**config.mk**
```make
export PLATFORM = sky130hd
export DESIGN_NAME = sem_host
export DESIGN_NICKNAME = d
export VERILOG_FILES = /design/src/core/sem_sync2.v /design/src/core/sem_host.v
export VERILOG_INCLUDE_DIRS = /design/src /design/src/core
export SDC_FILE = /design/constraint.sdc
export NUM_CORES = 1
export LEC_CHECK = 0
export ABC_AREA = 1
export BUFFER_PORTS_ARGS = -buffer_cell sky130_fd_sc_hd__buf_2
export CAP_MARGIN = 20
export CORE_AREA = 4 4 82 100
export CTS_CLUSTER_DIAMETER = 50
export CTS_CLUSTER_SIZE = 12
export DETAILED_ROUTE_END_ITERATION = 8
export DIE_AREA = 0 0 86 104
export PLACE_DENSITY_LB_ADDON = 0.12
export RECOVER_POWER = 100
export SLEW_MARGIN = 20
export SYNTH_ARGS = -nofsm -noshare
export SYNTH_HDL_FRONTEND = slang
export SYNTH_SLANG_ARGS = --single-unit
```
**constraint.sdc**
```tcl
create_clock -name clock_i -period 1.8 [get_ports clock_i]
set_input_delay 0.36 -clock clock_i [delete_from_list [all_inputs] [get_ports clock_i]]
set_output_delay 0.36 -clock clock_i [all_outputs]
set_load 0.01 [all_outputs]
```
**src/core/sem_host_consts.vh**
```
`ifndef SEM_HOST_CONSTS_VH
`define SEM_HOST_CONSTS_VH

// Host clock period
`define CLK_NS 40

// Semaphore port timing, nanoseconds (least times)
`define T_ADDR_SETUP_NS 10
`define T_WR_PULSE_NS 50
`define T_WR_HOLD_NS 10
`define T_RD_ACCESS_NS 55
`define T_RECOVER_NS 20

// Cycle counts, rounded up to whole cycles
`define ADDR_SETUP_CYC ((`T_ADDR_SETUP_NS + `CLK_NS - 1) / `CLK_NS)
`define WR_PULSE_CYC ((`T_WR_PULSE_NS + `CLK_NS - 1) / `CLK_NS)
`define WR_HOLD_CYC ((`T_WR_HOLD_NS + `CLK_NS - 1) / `CLK_NS)
`define RD_ACCESS_CYC ((`T_RD_ACCESS_NS + `CLK_NS - 1) / `CLK_NS)
`define RECOVER_CYC ((`T_RECOVER_NS + `CLK_NS - 1) / `CLK_NS)
// Extra cycles for the two-flop input synchroniser
`define SYNC_CYC 2

// Command codes
`define OP_READ 2'h0
`define OP_CLAIM 2'h1
`define OP_RELEASE 2'h2
`define OP_INIT 2'h3

// Flag count and index width
`define FLAG_COUNT 8
`define FLAG_IDX_W 3
`define LAST_FLAG 3'h7

// Default values
`define RETRY_DEFAULT 8'h04

`endif

```
**src/core/sem_sync2.v**
```verilog
`timescale 1ns/10ps
module sem_sync2 #(
  parameter WIDTH = 16
) (
  input wire clock_i,
  input wire rst_b_i,
  input wire [WIDTH-1:0] async_i,
  output wire [WIDTH-1:0] sync_o
);

  reg [WIDTH-1:0] meta_ff;
  reg [WIDTH-1:0] sync_ff;

  // Bus is stable while the device holds its read latch, so per-bit sync is safe
  always @(posedge clock_i or negedge rst_b_i) begin
    if (!rst_b_i) begin
      meta_ff <= {WIDTH{1'b0}};
      sync_ff <= {WIDTH{1'b0}};
    end else begin
      meta_ff <= async_i;
      sync_ff <= meta_ff;
    end
  end

  assign sync_o = sync_ff;

endmodule

```
**src/core/sem_host.v**
```verilog
`timescale 1ns/10ps
`include "sem_host_consts.vh"

module sem_host #(
  parameter DATA_W = 16,
  parameter ADDR_W = 14,
  parameter [7:0] RETRY_MAX = `RETRY_DEFAULT
) (
  input wire clock_i,
  input wire rst_b_i,
  input wire cmd_valid_i,
  input wire [1:0] cmd_op_i,
  input wire [2:0] cmd_index_i,
  output wire cmd_ready_o,
  output wire done_o,
  output wire granted_o,
  output wire flag_value_o,
  output wire chip_enable_n_o,
  output wire flag_space_select_n_o,
  output wire output_enable_n_o,
  output wire read_write_n_o,
  output wire [ADDR_W-1:0] flag_index_bits_o,
  output wire [DATA_W-1:0] data_o,
  output wire data_oe_b_o,
  input wire [DATA_W-1:0] data_i
);

  ////////////////////////////////////////////////////////////////////////////
  localparam ST_IDLE = 4'h0;
  localparam ST_WR_SET = 4'h1;
  localparam ST_WR_PULSE = 4'h2;
  localparam ST_WR_HOLD = 4'h3;
  localparam ST_RD_WAIT = 4'h4;
  localparam ST_RD_SAMPLE = 4'h5;
  localparam ST_RECOVER = 4'h6;
  localparam ST_DONE = 4'h7;

  reg [3:0] state_ff;
  reg [1:0] op_ff;
  reg [2:0] idx_ff;
  reg wdata_ff;
  reg was_read_ff;
  reg withdraw_ff;
  reg [7:0] tries_ff;
  reg [3:0] cnt_ff;
  reg sem_n_ff;
  reg oe_n_ff;
  reg rw_n_ff;
  reg data_oe_b_ff;
  reg done_ff;
  reg granted_ff;
  reg flag_ff;

  wire [DATA_W-1:0] data_sync;

  sem_sync2 #(
    .WIDTH(DATA_W)
  ) u_sync (
    .clock_i(clock_i),
    .rst_b_i(rst_b_i),
    .async_i(data_i),
    .sync_o(data_sync)
  );

  function cnt_hit;
    input [3:0] cnt;
    input integer limit;
    begin
      cnt_hit = ({28'h0, cnt} >= (limit - 1));
    end
  endfunction

  ////////////////////////////////////////////////////////////////////////////
  always @(posedge clock_i or negedge rst_b_i) begin
    if (!rst_b_i) begin
      state_ff <= ST_IDLE;
      op_ff <= `OP_READ;
      idx_ff <= 3'h0;
      wdata_ff <= 1'b1;
      was_read_ff <= 1'b0;
      withdraw_ff <= 1'b0;
      tries_ff <= 8'h00;
      cnt_ff <= 4'h0;
      sem_n_ff <= 1'b1;
      oe_n_ff <= 1'b1;
      rw_n_ff <= 1'b1;
      data_oe_b_ff <= 1'b1;
      done_ff <= 1'b0;
      granted_ff <= 1'b0;
      flag_ff <= 1'b1;
    end else begin
      done_ff <= 1'b0;
      case (state_ff)
        ST_IDLE: begin
          // Select and chip enable both high: device port in standby
          sem_n_ff <= 1'b1;
          oe_n_ff <= 1'b1;
          rw_n_ff <= 1'b1;
          data_oe_b_ff <= 1'b1;
          cnt_ff <= 4'h0;
          withdraw_ff <= 1'b0;
          if (cmd_valid_i) begin
            op_ff <= cmd_op_i;
            idx_ff <= (cmd_op_i == `OP_INIT) ? 3'h0 : cmd_index_i;
            tries_ff <= RETRY_MAX;
            granted_ff <= 1'b0;
            sem_n_ff <= 1'b0;
            if (cmd_op_i == `OP_READ) begin
              oe_n_ff <= 1'b0;
              state_ff <= ST_RD_WAIT;
            end else begin
              // Zero requests, one releases
              wdata_ff <= (cmd_op_i == `OP_CLAIM) ? 1'b0 : 1'b1;
              data_oe_b_ff <= 1'b0;
              state_ff <= ST_WR_SET;
            end
          end
        end
        ST_WR_SET: begin
          cnt_ff <= cnt_ff + 4'h1;
          if (cnt_hit(cnt_ff, `ADDR_SETUP_CYC)) begin
            cnt_ff <= 4'h0;
            rw_n_ff <= 1'b0;
            state_ff <= ST_WR_PULSE;
          end
        end
        ST_WR_PULSE: begin
          cnt_ff <= cnt_ff + 4'h1;
          if (cnt_hit(cnt_ff, `WR_PULSE_CYC)) begin
            cnt_ff <= 4'h0;
            rw_n_ff <= 1'b1;
            state_ff <= ST_WR_HOLD;
          end
        end
        ST_WR_HOLD: begin
          cnt_ff <= cnt_ff + 4'h1;
          if (cnt_hit(cnt_ff, `WR_HOLD_CYC)) begin
            cnt_ff <= 4'h0;
            sem_n_ff <= 1'b1;
            data_oe_b_ff <= 1'b1;
            was_read_ff <= 1'b0;
            state_ff <= ST_RECOVER;
          end
        end
        ST_RD_WAIT: begin
          // Access time plus synchroniser delay before the bit is trusted
          cnt_ff <= cnt_ff + 4'h1;
          if (cnt_hit(cnt_ff, `RD_ACCESS_CYC + `SYNC_CYC)) begin
            cnt_ff <= 4'h0;
            state_ff <= ST_RD_SAMPLE;
          end
        end
        ST_RD_SAMPLE: begin
          // Every data bit carries the flag; bit zero suffices
          flag_ff <= data_sync[0];
          // Drop both strobes so the next poll sees a fresh latch
          sem_n_ff <= 1'b1;
          oe_n_ff <= 1'b1;
          was_read_ff <= 1'b1;
          state_ff <= ST_RECOVER;
        end
        ST_RECOVER: begin
          cnt_ff <= cnt_ff + 4'h1;
          if (cnt_hit(cnt_ff, `RECOVER_CYC)) begin
            cnt_ff <= 4'h0;
            state_ff <= ST_DONE;
            if (!was_read_ff) begin
              if (op_ff == `OP_INIT && idx_ff != `LAST_FLAG) begin
                idx_ff <= idx_ff + 3'h1;
                sem_n_ff <= 1'b0;
                data_oe_b_ff <= 1'b0;
                state_ff <= ST_WR_SET;
              end else if (op_ff == `OP_CLAIM && !withdraw_ff) begin
                // Write first, then read back; never read-then-write
                sem_n_ff <= 1'b0;
                oe_n_ff <= 1'b0;
                state_ff <= ST_RD_WAIT;
              end
            end else if (op_ff == `OP_CLAIM) begin
              if (!flag_ff) begin
                granted_ff <= 1'b1;
              end else if (tries_ff != 8'h00) begin
                // Keep polling; a pending request may be handed over
                tries_ff <= tries_ff - 8'h01;
                sem_n_ff <= 1'b0;
                oe_n_ff <= 1'b0;
                state_ff <= ST_RD_WAIT;
              end else begin
                // Withdraw pending request so the system cannot hang
                withdraw_ff <= 1'b1;
                wdata_ff <= 1'b1;
                sem_n_ff <= 1'b0;
                data_oe_b_ff <= 1'b0;
                state_ff <= ST_WR_SET;
              end
            end
          end
        end
        ST_DONE: begin
          done_ff <= 1'b1;
          state_ff <= ST_IDLE;
        end
        default: begin
          state_ff <= ST_IDLE;
        end
      endcase
    end
  end

  ////////////////////////////////////////////////////////////////////////////
  assign cmd_ready_o = (state_ff == ST_IDLE);
  assign done_o = done_ff;
  assign granted_o = granted_ff;
  assign flag_value_o = flag_ff;
  // Array never selected by this controller
  assign chip_enable_n_o = 1'b1;
  assign flag_space_select_n_o = sem_n_ff;
  assign output_enable_n_o = oe_n_ff;
  assign read_write_n_o = rw_n_ff;
  assign flag_index_bits_o = {{(ADDR_W-`FLAG_IDX_W){1'b0}}, idx_ff};
  assign data_o = {{(DATA_W-1){1'b0}}, wdata_ff};
  assign data_oe_b_o = data_oe_b_ff;

endmodule

```
==> flow_summary.ini, run 1 <==
[yosys]
avgSynthCellArea_um2 = 7.194
synth-async-reset-ratio_pct = 100.0
synth-seq-area-share_pct = 37.96
synth_top_cell_area_share_pct = 30.55
syn-cell-area_um2 = 2130
synthDistinctLibCells = 29
syn_inst = 296
yosysWarnings = 0
synthMostInstantiatedCell = nand2_1
synthFlopType = dfrtp_1
synth-seq-cells = 32
synth-edff-count = 0
synthTopCellsByCount = nand2_1 (94), buf_4 (31), inv_1 (31)
yosysTopAreaCell = dfrtp_1
synth_area_leaders = dfrtp_1 (31%), nand2_1 (17%), buf_4 (11%)

[routing]
viasPerCell = 4.263
vias = 1769
wl_per_cell_um = 11.70
first_pass_iters = 4
wl_um = 4855
drcViolationCount = 0
ant_nets = 0
drtIter0Drc = 47

[global_route]
grt_remaining_overflow = 0
grt_pass1_vias = 1730
grt_antenna_before_repair = 0
grt_max_degree = 33
grt.total_usage_pct = 11.59
grt_pass1_wl_um = 8404

[clocking]
ctsHoldBuffers = 0
cts_max_path_buffers = 2
h-tree-depth = 2
cts_tree = done
cts_buffers = 5
cts-resized-gates = 0
cts_root_buf = clkbuf_8
clk_latency_ps = 290
postCtsSetupRepairBufs = 0
cts_sinks = 32
cts.clk_slew.worst_paths_ps = 70

[timing]
rsz0062_at_grt = no
skew_ps = 7.313
tightest_slew_ps = 864.1
setup_total_negative_slack_ps = 0
timing.final.crit_period_ps = 1680
fmax_mhz = 595.1
setup_viol = 0
relSlewSlack_pct = 42.39
finalMaxSlewViolations = 0
timing.final.crit_share_pct = 93.36
worst_hold_slack_ps = 177.7
finalHoldViolCount = 0

[finish]
fin_util_pct = 32.39
diodes = 0
num-nets-final = 354
area_growth_pct = 9.342
n_fill_cell = 811
drive_gt1_share_pct = 13.54
fin_cells = 415

[floorplanning]
die_area_um2 = 8944
dieWidth_um = 86
die-height_um = 104
io_pins = 63
initial_utilization_pct = 29.62
std_cell_rows = 34
core_area_um2 = 7189

[critical_path]
end_kind = output pin
worstSetupPathType = flip-flop to output pin
max_stage_delay_ps = 380
cp.arrival_ps = 1320
crit_top_cell = inv_1
cp_slowest_cell = dfrtp_1
start_kind = flip-flop
required_ps = 1440
crit_chain = buf_4 > inv_1 > nand2_2 > inv_1 > buf_2
worstPathMaxFanout = 7

[placement]
place_congestion = 0.8188
portBuffers = 20
placed_cells = 407
place_hpwl_um = 3745

[power]
total_power_mw = 4.042
p_per_area_nw_per_um2 = 1736
leakagePower_nw = 1.286
ir_drop_v = 0.0005744

[outcome]
status = complete, no violations

[min_path]
min_path_type = input pin to flip-flop

[run]
maxCapViolCount = 0
-- layout make-up --
cell class / count / area, um^2 / share of cell area [%]
timing repair buffer: 28 / 145.1 / 6.233
sequential: 32 / 808.3 / 34.71
multi-input combinational: 223 / 1042 / 44.76
tap: 90 / 112.6 / 4.836
clock buffer: 6 / 82.58 / 3.546
inverter: 34 / 127.6 / 5.481
clock inverter: 2 / 10.01 / 0.4299
-- routing by layer --
metal | track usage, % | vias up | part of all wire, %
li1 | - | 914 | -
met1 | 14.19 | 818 | 45
met2 | 20.01 | 30 | 50
met3 | 2.536 | 7 | 3.3
met4 | 3.394 | 0 | 1.9
met5 | 0 | - | 0
-- critical path: cells and delay by family, from the launching register on --
family | cells | cell delay, ps
and+or+nand+nor | 1 | 110
DFF | 1 | 380
buffers and inverters | 4 | 540
-- power by group --
part / total (mW) / internal, mW / switching, mW
clock network: 0.586 / 0.305 / 0.281
registers: 1.26 / 1.03 / 0.223
logic: 2.20 / 0.783 / 1.42
total: 4.04 / 2.12 / 1.92
-- cell families after synthesis --
group	after synthesis	synth area share (%)
DFF	32	37.96
xor gates and xnor gates	3	1.234
AOI/OAI and AO/OA	22	5.758
other	2	0.3527
and+or+nand+nor	165	34.02
adders and majority gates	6	3.525
buffers and inverters	66	17.16
-- metrics by stage --
step	setup slack, ps	area (um^2)
after floorplan	384.6	2223
after global placement	253.0	2271
after detailed placement	248.8	2271
after CTS	56.61	2364
after global routing	15.95	2328
final	119.6	2328
-- flip-flops by register name, indices dropped and copies added (netlist names), 2 cells and up --
signal and flops:
state_ff 3, cnt_ff 4, tries_ff 8, op_ff 2
idx_ff 3
-- path summary, 6_finish.rpt --
| kind | from | depth (start not counted) | slack [ps] | to |
|---|---|---|---|---|
| worst max-delay path | state_ff[2] | 5 | 120 | cmd_ready_o |
| worst min-delay path | data_i[0] | 1 | 180 | u_sync.meta_ff[0] |
| worst max register to register | state_ff[2] | 9 | 220 | tries_ff[0] |
| worst min register to register | u_sync.meta_ff[0] | 0 | 350 | u_sync.sync_o[0] |
| max in group asynchronous | rst_b_i | 2 | 1000 | tries_ff[0] |
| min in group asynchronous | rst_b_i | 2 | 260 | op_ff[1] |
-- layout by cell type (no fill, tap or decap), types with 5 or more instances in the layout --
| master | netlist | routed |
|---|---|---|
| o21ai_0 | 11 | 11 |
| clkbuf_1 | 0 | 8 |
| dfrtp_1 | 26 | 26 |
| nand2_2 | 9 | 5 |
| ha_1 | 6 | 6 |
| nand2_1 | 94 | 98 |
| nor2_1 | 30 | 31 |
| inv_1 | 31 | 32 |
| conb_1 | 2 | 27 |
| buf_2 | 1 | 12 |
| nand3_1 | 19 | 19 |
| clkbuf_8 | 0 | 6 |
| buf_4 | 31 | 6 |
(Power assumes the default switching activity.)
==> run 2, diff against run 1 <==
Settings changed: CTS_CLUSTER_SIZE 12 to 40.
Clock period 1.8 ns to 1.5 ns, I/O delays scaled along.
==> run 2 against run 1 <==
Via count rose by 3.0%. Non-clock buffer count increased by 18. Wire length is 4.2% higher. Die area did not move. Clock skew shrank 1.4 ps. Register-to-register slack worse by 180 ps. Combinational power increased by 43%. Sequential cell count unchanged. Sequential share of layout area fell by 2.8 points. Largest cell class unchanged.
==> flow_summary.ini, run 2 (synthesis results as in run 1) <==
[finish]
drive_gt1_share_pct = 21.57
n_fill_cell = 810
area_growth_pct = 19.15
num-nets-final = 372
largestRegisters = tries_ff x8, cnt_ff x4
final_cell_mix = nand2_1 (92), inv_1 (29), nor2_1 (28)
largest_reg_flops = 8
diodes = 0
final_common_cell = nand2_1
largest_register = tries_ff

[routing]
drtIter0Drc = 81
drcViolationCount = 0
wl_per_cell_um = 11.68
ant_nets = 0
viasPerCell = 4.208
vias = 1822
first_pass_iters = 4
wl_um = 5057

[power]
ir_drop_v = 0.0006930
p_per_area_nw_per_um2 = 2149
leakagePower_nw = 1.370

[clocking]
cts.clk_slew.worst_paths_ps = 70
cts_sinks = 32
cts_max_path_buffers = 2
cts_root_buf = clkbuf_8
h-tree-depth = 2
cts_tree = done
clk_latency_ps = 290
cts_buffers = 5

[timing]
timing.final.crit_share_pct = 99.68
finalMaxSlewViolations = 0
finalHoldViolCount = 0
tightest_slew_ps = 906.2
timing.final.crit_period_ps = 1495
relSlewSlack_pct = 39.58
worst_hold_slack_ps = 115.8
skew_ps = 5.893
worst_slack_ps = 4.752
rsz0062_at_grt = yes
fmax_mhz = 668.8
setup_viol = 0

[global_route]
grt_pass1_wl_um = 8438
grt_antenna_before_repair = 0
grt_max_degree = 19
grt.total_usage_pct = 11.78
grt_pass1_vias = 1803
grt_remaining_overflow = 0

[floorplanning]
die_area_um2 = 8944
dieWidth_um = 86
initial_utilization_pct = 29.62
core_area_um2 = 7189
die-height_um = 104
std_cell_rows = 34
io_pins = 63

[critical_path]
start_kind = flip-flop
r2r_slack_ps = 40
required_ps = 1200
worstSetupPathType = flip-flop to output pin
worstPathMaxFanout = 5
end_kind = output pin
cp.arrival_ps = 1200

[placement]
place_hpwl_um = 4053
pre_cts_slack_ps = -13.21
portBuffers = 20
place_congestion = 0.7984

[outcome]
status = complete, no violations

[run]
maxCapViolCount = 0

[min_path]
min_path_type = input pin to flip-flop
[run 2: cell types whose count changed in the layout (fill, tap and decap cells not counted), moves of 3 or more]
cell,change
nand2_2,+4
inv_1,-3
nor2_1,-3
inv_2,+3
clkbuf_1,+4
buf_4,+15
nand2_1,-6
[run 2: final timing paths]
| kind | start | end | cells past startpoint |
|---|---|---|---|
| setup / recovery | state_ff[1] | cmd_ready_o | 4 |
| hold reg to reg | u_sync.meta_ff[0] | u_sync.sync_o[0] | 0 |
| max in group asynchronous | rst_b_i | read_write_n_o | 3 |
| setup reg to reg | idx_ff[1] | state_ff[2] | 9 |
| hold / removal | data_i[0] | u_sync.meta_ff[0] | 1 |
| min in group asynchronous | rst_b_i | idx_ff[0] | 2 |
[run 2: cell type report]
cell class	count	area [um^2]	share of cell area, %
well taps	90	112.6	4.438
flip-flops and latches	32	809.5	31.90
clock inverters	2	35.03	1.381
inverters	34	127.6	5.030
repair buffers	46	295.3	11.64
clock buffers	6	72.57	2.860
multi-input cells	223	1085	42.75
[run 2: power by group]
part | internal (mW) | switching (mW)
registers | 1.25 | 0.229
clock network | 0.493 | 0.336
logic | 1.26 | 1.89
[run 2: critical path, stage by stage (launching register included)]
cell and delay, ps:
dfrtp_1 420, nor2_2 170, nand2_2 130, inv_2 90, buf_6 100
[run 2: per-stage QoR]
stage	setup TNS [ps]	util [%]	std cells	total power, mW	area [um^2]
CTS	-12.37	35.26	433	5.523	2535
finish	0	35.29	433	5.454	2537
global route	-685.4	35.29	433	6.001	2537
floorplan	0	-	321	3.558	2223
global placement	-16.54	33.26	423	4.586	2391
detailed placement	-13.21	33.26	423	4.609	2391
[run 2: what timing repair did]
item | 4_1_cts | 5_1_grt
hold buffers | 1 | 0
endpoints found under the hold margin | 10 | 0
pin swaps | 2 | 7
resized for setup | 6 | 11
endpoints found under the setup margin | 2 | 17
buffers inserted | 1 | 0
[run 2: per-layer routing]
| metal | global-route usage, % | up-vias | part of all wire, % |
|---|---|---|---|
| met3 | 2.377 | 6 | 3.2 |
| met1 | 13.10 | 835 | 42 |
| li1 | - | 955 | - |
| met5 | 0 | - | 0 |
| met4 | 4.412 | 0 | 0.95 |
| met2 | 21.50 | 26 | 54 |
